<file path="src/pkg/tcm_pkg.sv">
package tcm_pkg;

  // ----------------------------------------------------------------
  // Widths and extreme counter values
  // ----------------------------------------------------------------
  localparam int CNT_W = 8;
  localparam int CS_W = 3;
  localparam int PRESCALE_W = 10;
  localparam logic [7:0] CNT_BOTTOM = 8'h00;
  localparam logic [7:0] CNT_MAX = 8'hff;
  localparam logic [7:0] COUNT_RST = 8'h00;
  localparam logic [7:0] COMPARE_RST = 8'h00;
  localparam logic OC_RST = 1'b0;

  // ----------------------------------------------------------------
  // Prescale taps: divide by 8, 64, 256, 1024
  // ----------------------------------------------------------------
  localparam logic [9:0] DIV8_MASK = 10'h007;
  localparam logic [9:0] DIV64_MASK = 10'h03f;
  localparam logic [9:0] DIV256_MASK = 10'h0ff;
  localparam logic [9:0] DIV1024_MASK = 10'h3ff;

  // ----------------------------------------------------------------
  // Mode encodings
  // ----------------------------------------------------------------
  typedef enum logic [2:0] {
    CS_STOP = 3'b000,
    CS_DIV1 = 3'b001,
    CS_DIV8 = 3'b010,
    CS_DIV64 = 3'b011,
    CS_DIV256 = 3'b100,
    CS_DIV1024 = 3'b101,
    CS_EXT_FALL = 3'b110,
    CS_EXT_RISE = 3'b111
  } tcm_clock_select_type;

  typedef enum logic [1:0] {
    WGM_NORMAL = 2'b00,
    WGM_PC_PWM = 2'b01,
    WGM_CTC = 2'b10,
    WGM_FAST_PWM = 2'b11
  } tcm_wgm_type;

  typedef enum logic [1:0] {
    COM_NONE = 2'b00,
    COM_TOGGLE = 2'b01,
    COM_CLEAR = 2'b10,
    COM_SET = 2'b11
  } tcm_com_type;

  // ----------------------------------------------------------------
  // Grouped control and status
  // ----------------------------------------------------------------
  typedef struct packed {
    tcm_clock_select_type clock_select;
    tcm_wgm_type waveform_gen_mode;
    tcm_com_type compare_output_mode;
  } tcm_ctrl_type;

  typedef struct packed {
    logic overflow_flag;
    logic compare_flag;
  } tcm_flags_type;

endpackage

</file>
<file path="src/hw/tcm_prescaler.sv">
`timescale 1ns/10ps

module tcm_prescaler
  import tcm_pkg::*;
#(
  parameter int PRE_W = PRESCALE_W
)
(
  input wire logic clk_sys_i,
  input wire logic srst_i,
  input wire tcm_clock_select_type clock_select_i,
  input wire logic ext_clk_i,
  output logic tick_o
);

  // ----------------------------------------------------------------
  // Elaboration check
  // ----------------------------------------------------------------
  if (PRE_W != PRESCALE_W)
  begin : g_bad_width
    $error("tcm_prescaler: PRE_W must equal PRESCALE_W");
  end

  logic [PRE_W-1:0] div_q;
  logic ext_prev_q;

  // ----------------------------------------------------------------
  // Free-running divider
  // ----------------------------------------------------------------
  // Shared free run: a mode change can give one short first period
  always_ff @(posedge clk_sys_i)
  begin
    if (srst_i)
      div_q <= '0;
    else
      div_q <= div_q + 1'b1;
  end

  always_ff @(posedge clk_sys_i)
  begin
    // Track the pin during reset, so no false edge follows release
    if (srst_i)
      ext_prev_q <= ext_clk_i;
    else
      ext_prev_q <= ext_clk_i;
  end

  // ----------------------------------------------------------------
  // Tap select, one-cycle enable
  // ----------------------------------------------------------------
  always_comb
  begin
    unique case (clock_select_i)
      CS_STOP: tick_o = 1'b0;
      CS_DIV1: tick_o = 1'b1;
      CS_DIV8: tick_o = (div_q & DIV8_MASK) == DIV8_MASK;
      CS_DIV64: tick_o = (div_q & DIV64_MASK) == DIV64_MASK;
      CS_DIV256: tick_o = (div_q & DIV256_MASK) == DIV256_MASK;
      CS_DIV1024: tick_o = (div_q & DIV1024_MASK) == DIV1024_MASK;
      CS_EXT_FALL: tick_o = ext_prev_q & ~ext_clk_i;
      CS_EXT_RISE: tick_o = ~ext_prev_q & ext_clk_i;
    endcase
  end

endmodule

</file>
<file path="src/hw/tcm_timer8.sv">
`timescale 1ns/10ps


module tcm_timer8
  import tcm_pkg::*;
#(
  parameter int WIDTH = CNT_W
)
(
  input wire logic clk_sys_i,
  input wire logic srst_i,
  input wire tcm_ctrl_type ctrl_i,
  input wire logic ext_clk_i,
  input wire logic count_wr_i,
  input wire logic [WIDTH-1:0] count_wdata_i,
  input wire logic compare_wr_i,
  input wire logic [WIDTH-1:0] compare_wdata_i,
  input wire logic force_compare_strobe_i,
  input wire tcm_flags_type flag_clr_i,
  input wire tcm_flags_type irq_ack_i,
  input wire logic compare_irq_enable_i,
  input wire logic overflow_irq_enable_i,
  input wire logic port_data_i,
  input wire logic output_pin_direction_bit_i,
  output logic [WIDTH-1:0] count_value_o,
  output logic [WIDTH-1:0] compare_value_o,
  output tcm_flags_type flags_o,
  output logic compare_output_o,
  output logic compare_irq_o,
  output logic overflow_irq_o,
  output logic pin_o,
  output logic pin_oe_o
);

  // ----------------------------------------------------------------
  // Elaboration check
  // ----------------------------------------------------------------
  if (WIDTH != CNT_W)
  begin : g_bad_width
    $error("tcm_timer8: WIDTH must equal CNT_W");
  end

  if (CNT_MAX != {CNT_W{1'b1}})
  begin : g_bad_max
    $error("tcm_timer8: CNT_MAX must be all ones");
  end

  // ----------------------------------------------------------------
  // Declarations
  // ----------------------------------------------------------------
  logic tick;
  logic [WIDTH-1:0] count_q;
  logic [WIDTH-1:0] count_d;
  logic [WIDTH-1:0] compare_q;
  logic [WIDTH-1:0] compare_buf_q;
  logic block_q;
  logic oc_q;
  logic oc_d;
  logic ovf_q;
  logic cmp_q;
  logic is_pwm;
  logic is_ctc;
  logic at_max;
  logic equal;
  logic match;
  logic wrap;
  logic apply_action;
  logic match_act;
  logic force_act;
  logic ovf_set;
  logic cmp_set;
  logic ovf_clr;
  logic cmp_clr;

  // ----------------------------------------------------------------
  // Timer clock enable
  // ----------------------------------------------------------------
  tcm_prescaler #(
    .PRE_W(PRESCALE_W)
  ) u_prescaler (
    .clk_sys_i(clk_sys_i),
    .srst_i(srst_i),
    .clock_select_i(ctrl_i.clock_select),
    .ext_clk_i(ext_clk_i),
    .tick_o(tick)
  );

  // ----------------------------------------------------------------
  // Mode decode
  // ----------------------------------------------------------------
  // Only the waveform mode enters here, never the output mode
  always_comb
  begin
    unique case (ctrl_i.waveform_gen_mode)
      WGM_NORMAL:
      begin
        is_pwm = 1'b0;
        is_ctc = 1'b0;
      end
      WGM_CTC:
      begin
        is_pwm = 1'b0;
        is_ctc = 1'b1;
      end
      WGM_PC_PWM, WGM_FAST_PWM:
      begin
        is_pwm = 1'b1;
        is_ctc = 1'b0;
      end
    endcase
  end

  // ----------------------------------------------------------------
  // Comparator and match qualification
  // ----------------------------------------------------------------
  assign at_max = (count_q == CNT_MAX);
  assign equal = (count_q == compare_q);

  // Blocked match is simply lost, not deferred
  assign match = tick & equal & ~block_q;

  // Counter goes from max to bottom on this tick
  assign wrap = tick & at_max & ~count_wr_i;

  // ----------------------------------------------------------------
  // Write block, held until the next timer tick consumes it
  // ----------------------------------------------------------------
  // Held while stopped, so a write before start still blocks the match on the first tick
  always_ff @(posedge clk_sys_i)
  begin
    if (srst_i)
      block_q <= 1'b0;
    else if (count_wr_i)
      block_q <= 1'b1;
    else if (tick)
      block_q <= 1'b0;
  end

  // ----------------------------------------------------------------
  // Counter next value
  // ----------------------------------------------------------------
  // PWM sequences are outside this block; they run as plain up-count
  always_comb
  begin
    count_d = count_q;
    if (count_wr_i)
      count_d = count_wdata_i;
    else if (tick)
    begin
      if (is_ctc && match)
        count_d = CNT_BOTTOM;
      else
        count_d = count_q + 1'b1;
    end
  end

  always_ff @(posedge clk_sys_i)
  begin
    if (srst_i)
      count_q <= COUNT_RST;
    else
      count_q <= count_d;
  end

  // ----------------------------------------------------------------
  // Compare value: direct in non-PWM modes, buffered in PWM modes
  // ----------------------------------------------------------------
  always_ff @(posedge clk_sys_i)
  begin
    if (srst_i)
      compare_buf_q <= COMPARE_RST;
    else if (compare_wr_i)
      compare_buf_q <= compare_wdata_i;
  end

  // Unbuffered write can land below count: top is then missed
  always_ff @(posedge clk_sys_i)
  begin
    if (srst_i)
      compare_q <= COMPARE_RST;
    else if (!is_pwm && compare_wr_i)
      compare_q <= compare_wdata_i;
    else if (is_pwm && wrap)
      compare_q <= compare_buf_q;
    else if (!is_pwm)
      compare_q <= compare_buf_q;
  end

  // ----------------------------------------------------------------
  // Output action decode
  // ----------------------------------------------------------------
  // Mode bits read live, so a new setting acts on the next match
  assign match_act = !is_pwm && match;
  // Forced compare is dropped in PWM modes and never reaches the flags
  assign force_act = !is_pwm && force_compare_strobe_i;
  assign apply_action = match_act | force_act;

  always_comb
  begin
    oc_d = oc_q;
    if (apply_action)
    begin
      unique case (ctrl_i.compare_output_mode)
        COM_NONE: oc_d = oc_q;
        COM_TOGGLE: oc_d = ~oc_q;
        COM_CLEAR: oc_d = 1'b0;
        COM_SET: oc_d = 1'b1;
      endcase
    end
  end

  // ----------------------------------------------------------------
  // Output state
  // ----------------------------------------------------------------
  // Not reset on mode change, only on system reset
  always_ff @(posedge clk_sys_i)
  begin
    if (srst_i)
      oc_q <= OC_RST;
    else
      oc_q <= oc_d;
  end

  // ----------------------------------------------------------------
  // Overflow flag
  // ----------------------------------------------------------------
  assign ovf_set = wrap;
  assign ovf_clr = flag_clr_i.overflow_flag | irq_ack_i.overflow_flag;

  // Set wins so an overflow in the clearing cycle is kept
  always_ff @(posedge clk_sys_i)
  begin
    if (srst_i)
      ovf_q <= 1'b0;
    else if (ovf_set)
      ovf_q <= 1'b1;
    else if (ovf_clr)
      ovf_q <= 1'b0;
  end

  // ----------------------------------------------------------------
  // Compare flag
  // ----------------------------------------------------------------
  // Forced compare never reaches here
  assign cmp_set = match;
  assign cmp_clr = flag_clr_i.compare_flag | irq_ack_i.compare_flag;

  always_ff @(posedge clk_sys_i)
  begin
    if (srst_i)
      cmp_q <= 1'b0;
    else if (cmp_set)
      cmp_q <= 1'b1;
    else if (cmp_clr)
      cmp_q <= 1'b0;
  end

  // ----------------------------------------------------------------
  // Status and request outputs
  // ----------------------------------------------------------------
  assign count_value_o = count_q;
  assign compare_value_o = compare_q;
  // One driver for the whole flag struct
  always_comb
  begin
    flags_o.overflow_flag = ovf_q;
    flags_o.compare_flag = cmp_q;
  end
  assign compare_output_o = oc_q;
  assign compare_irq_o = cmp_q & compare_irq_enable_i;
  assign overflow_irq_o = ovf_q & overflow_irq_enable_i;

  // ----------------------------------------------------------------
  // Port pin override
  // ----------------------------------------------------------------
  // Override ignores waveform mode; direction always from port
  always_comb
  begin
    if (ctrl_i.compare_output_mode != COM_NONE)
      pin_o = oc_q;
    else
      pin_o = port_data_i;
  end

  assign pin_oe_o = output_pin_direction_bit_i;

endmodule

</file>
<file path="config.mk">
export PLATFORM = sky130hd
export DESIGN_NAME = tcm_timer8
export DESIGN_NICKNAME = d
export VERILOG_FILES = /design/src/pkg/tcm_pkg.sv /design/src/hw/tcm_prescaler.sv /design/src/hw/tcm_timer8.sv
export SDC_FILE = /design/constraint.sdc
export NUM_CORES = 1
export LEC_CHECK = 0
export BUFFER_PORTS_ARGS = -buffer_cell sky130_fd_sc_hd__buf_4
export CORE_UTILIZATION = 40
export DETAILED_ROUTE_END_ITERATION = 8
export HOLD_SLACK_MARGIN = 0.1
export SYNTH_ARGS = -nofsm -noshare
export SYNTH_HDL_FRONTEND = slang
export SYNTH_SLANG_ARGS = --single-unit
</file>
<file path="constraint.sdc">
create_clock -name clk_sys_i -period 3.34 [get_ports clk_sys_i]
set_clock_uncertainty 0.1 [all_clocks]
set_input_delay 0.668 -clock clk_sys_i [delete_from_list [all_inputs] [get_ports clk_sys_i]]
set_output_delay 0.668 -clock clk_sys_i [all_outputs]
set_load 0.01 [all_outputs]
</file>
==> impl.org, run 1 <==
** STA
- After layout, the minimum clock period comes to 2250 ps.
- Slew of the pin with the lowest slew margin :: about 860 ps
- Final count of hold timing violations :: 0
- Based on the critical path, the design can be clocked at up to 0.444 GHz.
- Remaining max-slew budget at the tightest pin :: 0.426
- Setup repair after global routing left no endpoint under its margin.
- The final-report max-slew violation count came to 0.
- Total Negative Setup Slacks :: 0 ps
- Hold is met by 362 ps.
- Setup violations remaining at the end of the flow were counted as 0.
- Post-route fraction of the period consumed by the critical path :: 0.674

** Drt
- Drt initial violations :: 80
- Total wirelength of the detailed-routed design :: about 4500 microns
- Once detail routing completed, the nets flagged for antenna violations numbered 0.
- For this run, the detailed router's first-pass iteration total came to 4.
- After detailed routing, the average wire length per cell comes to between 10 and 15 microns.
- Avg Vias per Cell :: between 5 and 6
- DRC violations left :: 0
- Across all layers, the routed design uses 1,819 vias.

** CTS
- Clock tree synthesis selected as its root buffer the cell sky130_fd_sc_hd__clkbuf_8.
- Number of levels the H-tree was split into :: 2
- Post-CTS clock slew at the launch and capture registers of the worst setup and hold paths :: about 80 ps
- Buffers from clock root to sink, at most :: 2
- After clock tree synthesis, the flow added hold-fix buffers numbering 0.
- Source-to-sink clock delay at the later pin of the worst-skew pair :: just under 300 ps
- Post-CTS timing repair inserted 0 buffers for setup.
- TritonCTS built the clock tree.
- Number of buffers added by the clock tree synthesis step :: 5
- Quantity of gates resized following cts :: 0
- The clock net in this run drives a total of 39 sinks.

** Yosys
- The share of synthesized area in the top cell type comes to 0.386.
- Yosys printed 0 warnings.
- Per-instance average area after synthesis :: between 8 and 9 sq um
- Summed over all instances, the cell type with the most area after synthesis is sky130_fd_sc_hd__dfxtp_1.
- Predominant post-synthesis flop cell :: sky130_fd_sc_hd__dfxtp_1
- Number of distinct library cells after synthesis :: between 40 and 50
- Top area cells in the synthesized netlist :: sky130_fd_sc_hd__dfxtp_1 39%, sky130_fd_sc_hd__mux2i_1 7.9%, sky130_fd_sc_hd__nand3_1 5.4%, sky130_fd_sc_hd__nor2_1 5.2%, sky130_fd_sc_hd__a21oi_1 4.5%
- Summed instance area of the synthesized netlist :: just over 2000 sq um
- Number of synthesized register bits :: 39
- Synthesis produced 240 cells.
- Async SR Flop Fraction :: 0
- In this run, synthesis inferred 0 flip-flops with an integrated enable.
- Sequential fraction of the synthesis area :: 0.386
- The number of nets in the synthesized netlist is 280.

** Layout
- Most frequent cells in the layout :: 57 x sky130_fd_sc_hd__buf_4, 39 x sky130_fd_sc_hd__dfxtp_1, 28 x sky130_fd_sc_hd__nor2_1
- Diodes inserted :: 0
- The layout has just under 500 filler cells.
- Leaving out fill and tap cells, the most frequent cell in the layout is sky130_fd_sc_hd__buf_4.
- The multi-input combinational cells in the finished layout cover a total of about 1100 sq um.
- Relative area change from synthesis to final layout :: 26.7%
- Proportion of layout cells with a drive suffix above 1 :: 0.248
- Area of all sequential standard cells :: roughly 780 sq um
- The final layout contains approximately 330 nets.

** Floorplan
- The die is 73.1 microns tall.
- # IOs :: 60
- Core Box Area :: ~4800 sq um
- In this run the core area contains 25 standard-cell rows.
- The floorplan step defined a die boundary enclosing about 5300 sq um.
- Chip Width :: approximately 73 microns
- Effective utilization at floorplan :: 0.422

** Power
- The worst-case IR drop observed on VDD is 0.209 mV.
- Final Power :: roughly 1.0 mW
- Power spread over the standard cell area amounts to approximately 400 nW/um^2.
- Lkg Pwr :: 1.08 nW

** Setup path
- The most critical setup path has its startpoint at count_value_o[5]$_SDFFE_PP0P_.
- Worst Path Required :: between 3000 and 4000 ps
- WP data arrival :: about 2300 ps
- Critical path launch point type :: register
- Worst reg2reg startpoint :: count_value_o[5]$_SDFFE_PP0P_
- The worst setup path is captured at a register.
- The critical path is of the reg -> reg type.
- Max FO, Critical Path :: 12

** Placement
- Once detailed placement completed, the half-perimeter wirelength came to about 3300 microns.
- During placement, the flow inserted port buffers numbering between 50 and 60.
- The congestion estimate from routability-driven global placement came to approximately 0.71.

** Global route
- Maximum number of pins on one net before global-route repair :: 41
- The number of antenna violations at the first check in global routing came to 0.
- Global-route wire length before repair :: 7450 microns
- In the global route stage, overall resource usage came out at 0.180.
- Via count of the first global-routing pass :: roughly 1,600
- Overflow left after global routing :: 0

** Outcome
- The flow ran to the end, and the final reports show no timing, DRC or antenna violations.

** Min path
- Min-Delay Startpoint :: u_prescaler.div_q[0]$_SDFF_PP0_
- Hold Path Class :: reg -> reg

** Job
- Across the run, the number of max-cap violations was 0.
==> critical path: stages, from the launching register on <==
cell and delay [ps]:
sky130_fd_sc_hd__dfxtp_1 480, sky130_fd_sc_hd__xor2_1 110, sky130_fd_sc_hd__or4_4 510, sky130_fd_sc_hd__or4_4 510, sky130_fd_sc_hd__and2_2 200, sky130_fd_sc_hd__o21ai_1 110, sky130_fd_sc_hd__a221oi_1 80
==> power breakdown <==
| part | total, mW | switching, mW | internal (mW) |
|---|---|---|---|
| clock network | 0.353 | 0.166 | 0.188 |
| logic | 0.165 | 0.0748 | 0.0898 |
| registers | 0.515 | 0.0269 | 0.489 |
| total | 1.03 | 0.267 | 0.766 |
==> stage by stage <==
stage / setup WS (ps) / instance area (sq um) / utilization / std cells
after floorplan: 1080 / 2020 / - / 240
after global placement: 940 / 2460 / 0.513 / 349
after detailed placement: 919 / 2460 / 0.513 / 349
after CTS: 1060 / 2560 / 0.535 / 357
after global routing: 855 / 2560 / 0.535 / 357
final: 1090 / 2560 / 0.535 / 357
==> Yosys cell counts, types with 4 or more instances <==
master	instances
sky130_fd_sc_hd__and2_1	4
sky130_fd_sc_hd__xnor2_1	8
sky130_fd_sc_hd__nor2_1	28
sky130_fd_sc_hd__clkbuf_1	7
sky130_fd_sc_hd__dfxtp_1	39
sky130_fd_sc_hd__a221oi_1	5
sky130_fd_sc_hd__mux2i_1	16
sky130_fd_sc_hd__a21oi_1	18
sky130_fd_sc_hd__xor2_1	8
sky130_fd_sc_hd__a21o_1	10
sky130_fd_sc_hd__nor2b_1	4
sky130_fd_sc_hd__nand2_1	13
sky130_fd_sc_hd__o21ai_0	5
sky130_fd_sc_hd__inv_1	7
sky130_fd_sc_hd__nand3_1	22
sky130_fd_sc_hd__nand4_1	4
==> flip-flops by register name (all words and copies together) (netlist names) <==
name / flops
count_value_o: 8
compare_output_o: 1
cmp_q: 1
compare_value_o: 8
ovf_q: 1
compare_buf_q: 8
u_prescaler.div_q: 10
block_q: 1
u_prescaler.ext_prev_q: 1
==> area by class of cell <==
type | instances | share of cell area
Clock buffer | 7 | 0.0376
Clock inverter | 1 | 0.00293
Inverter | 7 | 0.0103
Multi-Input combinational cell | 179 | 0.445
Sequential cell | 39 | 0.305
Tap cell | 67 | 0.0327
Timing Repair Buffer | 57 | 0.167
==> kinds of logic (layout without fill, tap and decap cells) <==
kind of cell	count (synthesis)	count (layout)	synth area share
xor+xnor	16	16	0.0693
compound gates	51	51	0.162
mux	17	17	0.0848
flops	39	39	0.386
simple gates	92	92	0.228
fa+ha+maj	3	3	0.0186
buf+inv	22	72	0.0507
==> final timing paths <==
check | endpoint | slack [ps] | depth (start not counted)
worst min-delay path | u_prescaler.div_q[0]$_SDFF_PP0_ | 360 | 1
worst max-delay path | count_value_o[7]$_SDFFE_PP0P_ | 1090 | 6
worst max register to register | count_value_o[7]$_SDFFE_PP0P_ | 1090 | 6
worst min register to register | u_prescaler.div_q[0]$_SDFF_PP0_ | 360 | 1
==> per-layer routing <==
layer	track usage	wire length (microns)	vias to the layer above
met2	0.298	2130	38
li1	-	-	938
met4	0.0588	53	0
met5	0	0	-
met3	0.0304	196	7
met1	0.237	2090	836
Note: power is estimated with default switching activity, not from simulation.
==> run 2, diff against run 1 <==
PLACE_DENSITY = 0.67   (was not set)
clock period = 1.96 ns   (was 3.34 ns; I/O delays follow)
==> impl.org, run 2 (synthesized netlist as in run 1, its figures left out) <==
** Layout
- Most common cell after layout, fill and taps aside :: sky130_fd_sc_hd__buf_4
- Relative to the synthesized area, the layout overhead comes to 42.6%.
- Count of filler cells inserted in the layout :: ~420
- After routing the design area is slightly below 3000 sq um.
- Register with the most flip-flops :: u_prescaler.div_q
- The library cells used most frequently in the layout, excluding fill and tap cells, are 82 x sky130_fd_sc_hd__buf_4, 36 x sky130_fd_sc_hd__dfxtp_1, 27 x sky130_fd_sc_hd__nor2_1.
- Diodes inserted :: 0
- Proportion of layout cells with a drive suffix above 1 :: 0.358
- Flip-flop count of the largest register, all copies and words added :: 10
- For this run, the number of standard cells in the final layout without fillers is 385.
- Net count of the finished layout :: between 300 and 400

** STA
- Based on the critical path, the design can be clocked at up to ~0.47 GHz.
- Setup repair after global routing could not meet its margin everywhere.
- Headroom to the max-slew limit came out at 0.712.
- Post-route fraction of the period consumed by the critical path :: 1.08
- The final hold violation count was 0.
- Shortest clock period the worst path allows after layout :: between 2000 and 2500 ps
- Min setup slack post-route :: -148 ps
- Slew of the pin with the lowest slew margin :: roughly 430 ps
- The final-report max-slew violation count was 0.
- Setup violations remaining at the end of the flow were counted as 8.

** Drt
- Dividing the detail-routed via count by the number of cells gives between 5 and 6.
- Average routed wire per standard cell :: between 10 and 15 microns
- The detailed router placed slightly below 2,000 vias in this run.
- Drt initial violations :: approximately 140
- For this run, the detailed router's first-pass iteration total came to 4.
- After detailed routing, the number of remaining DRC violations is 0.
- For this block, the routed nets add up to 4950 microns of wire.
- The count of nets left with antenna violations once routing finished came out at 0.

** Placement
- Area after DPL :: between 2000 and 3000 sq um
- Detailed placement ended at an HPWL of ~3500 microns.
- Routability-driven placement congestion ratio :: roughly 0.8
- Port buffering added 57 buffers.
- Once placement completed, the tool counted placed cells totaling 375.

** Power
- IR analysis of the VDD net gives a maximum drop of between 0.4 and 0.5 mV.
- Total power divided by cell area :: 651 nW/um^2
- In this run the static leakage power is between 1 and 1.5 nW.
- The design draws 1.88 mW.

** Floorplan
- Effective utilization at floorplan :: 0.422
- Die extent in y :: ~73 microns
- The die covers around 5300 sq um.
- The total area inside the core boundary comes to about 4800 sq um.
- Chip Width :: around 73 microns
- Number of rows in the core area :: 25
- # IOs :: 60

** Setup path
- Worst reg2reg startpoint :: count_value_o[5]$_SDFFE_PP0P_
- Data on the critical path is required at its endpoint by roughly 2000 ps.
- Launching instance or port of the critical path :: count_value_o[5]$_SDFFE_PP0P_
- Worst setup EP type :: register
- STA classifies the critical path startpoint as a register.
- Max FO, Critical Path :: 6
- Data on the critical path arrives at its endpoint at between 2000 and 2500 ps.
- The worst setup path is of the reg -> reg kind.

** Global route
- Overflow left after global routing :: 0
- Global-route wire length before repair :: slightly below 8000 microns
- Maximum number of pins on one net before global-route repair :: 41
- Via count of the first global-routing pass :: between 1,500 and 2,000
- Antenna violations before repair :: 0
- Across every metal layer, demand over resource in global routing totals 0.189.

** Outcome
- Violations in the final reports :: negative setup slack
- Outcome :: complete, but fails checks

** Min path
- Min-Delay Startpoint :: ext_clk_i
- Hold Path Class :: in -> reg

** CTS
- Clock tree from TritonCTS :: yes
- Post-CTS clock slew at the launch and capture registers of the worst setup and hold paths :: 80 ps
- Number of buffers added by the clock tree synthesis step :: 5
- CTS root buffer :: sky130_fd_sc_hd__clkbuf_8
- The clock net in this run drives a total of 39 sinks.
- The H-tree was split into 2 levels.
- Buffers from clock root to sink, at most :: 2
- The later pin in the worst-skew pair is clocked with a latency of roughly 290 ps.
- For this design, the CTS-stage hold fixing added 0 buffers.

** Job
- The tool flagged a number of max-cap violations equal to 0.
-- run 2: cell count changes in the layout (fill, tap and decap cells not counted), moves of 3 or more --
| cell | change |
|---|---|
| sky130_fd_sc_hd__dfxtp_1 | -3 |
| sky130_fd_sc_hd__buf_6 | +3 |
| sky130_fd_sc_hd__buf_4 | +25 |
| sky130_fd_sc_hd__dfxtp_2 | +3 |
-- run 2: timing repair --
item	4_1_cts	5_1_grt
cloned	0	0
resized for setup	13	9
setup endpoints to repair	18	19
setup buffers	3	3
pin swaps	7	10
-- run 2: worst max-delay path: stages (launching register included) --
cell and delay [ps]:
sky130_fd_sc_hd__dfxtp_2 340, sky130_fd_sc_hd__xor2_1 150, sky130_fd_sc_hd__or4_4 510, sky130_fd_sc_hd__or4_4 490, sky130_fd_sc_hd__and2_4 170, sky130_fd_sc_hd__o21ai_1 130
sky130_fd_sc_hd__a221oi_1 90
-- run 2: final timing paths --
kind	to	slack (ps)	cells past startpoint
hold reg to reg	ovf_q$_SDFFE_PP0P_	370	2
setup / recovery	count_value_o[7]$_SDFFE_PP0P_	-150	6
hold / removal	u_prescaler.ext_prev_q$_DFF_P_	120	1
setup reg to reg	count_value_o[7]$_SDFFE_PP0P_	-150	6
-- run 2: area by class of cell --
cell class	count	area [sq um]	area share
clock inverter	2	37.5	0.0130
sequential	39	785	0.272
clock buffer	5	68.8	0.0239
inverter	7	26.3	0.00911
timing repair buffer	86	669	0.232
multi-input combinational	179	1210	0.421
tap	67	83.8	0.0291
-- run 2: per-stage QoR --
stage / hold slack [ps] / worst slack, ps / TNS [ps] / util
2_1_floorplan: 320 / -88.2 / -241 / -
3_3_place_gp: 367 / -206 / -3060 / 0.555
3_5_place_dp: 359 / -293 / -3450 / 0.555
4_1_cts: 115 / -105 / -590 / 0.595
5_1_grt: 112 / -177 / -1230 / 0.602
6_report: 124 / -148 / -688 / 0.602
-- run 2: power by group --
group	internal (mW)	switching (mW)
Sequential	0.834	0.0341
Combinational	0.194	0.161
Clock	0.372	0.281
-- run 2: routing by layer --
metal  global-route usage  share of wire  vias up
li1                     -              -      996
met1                0.241           0.47      884
met2                0.310           0.48       56
met3               0.0442          0.042        0
met4               0.0719              0        0
met5                    0              0        -
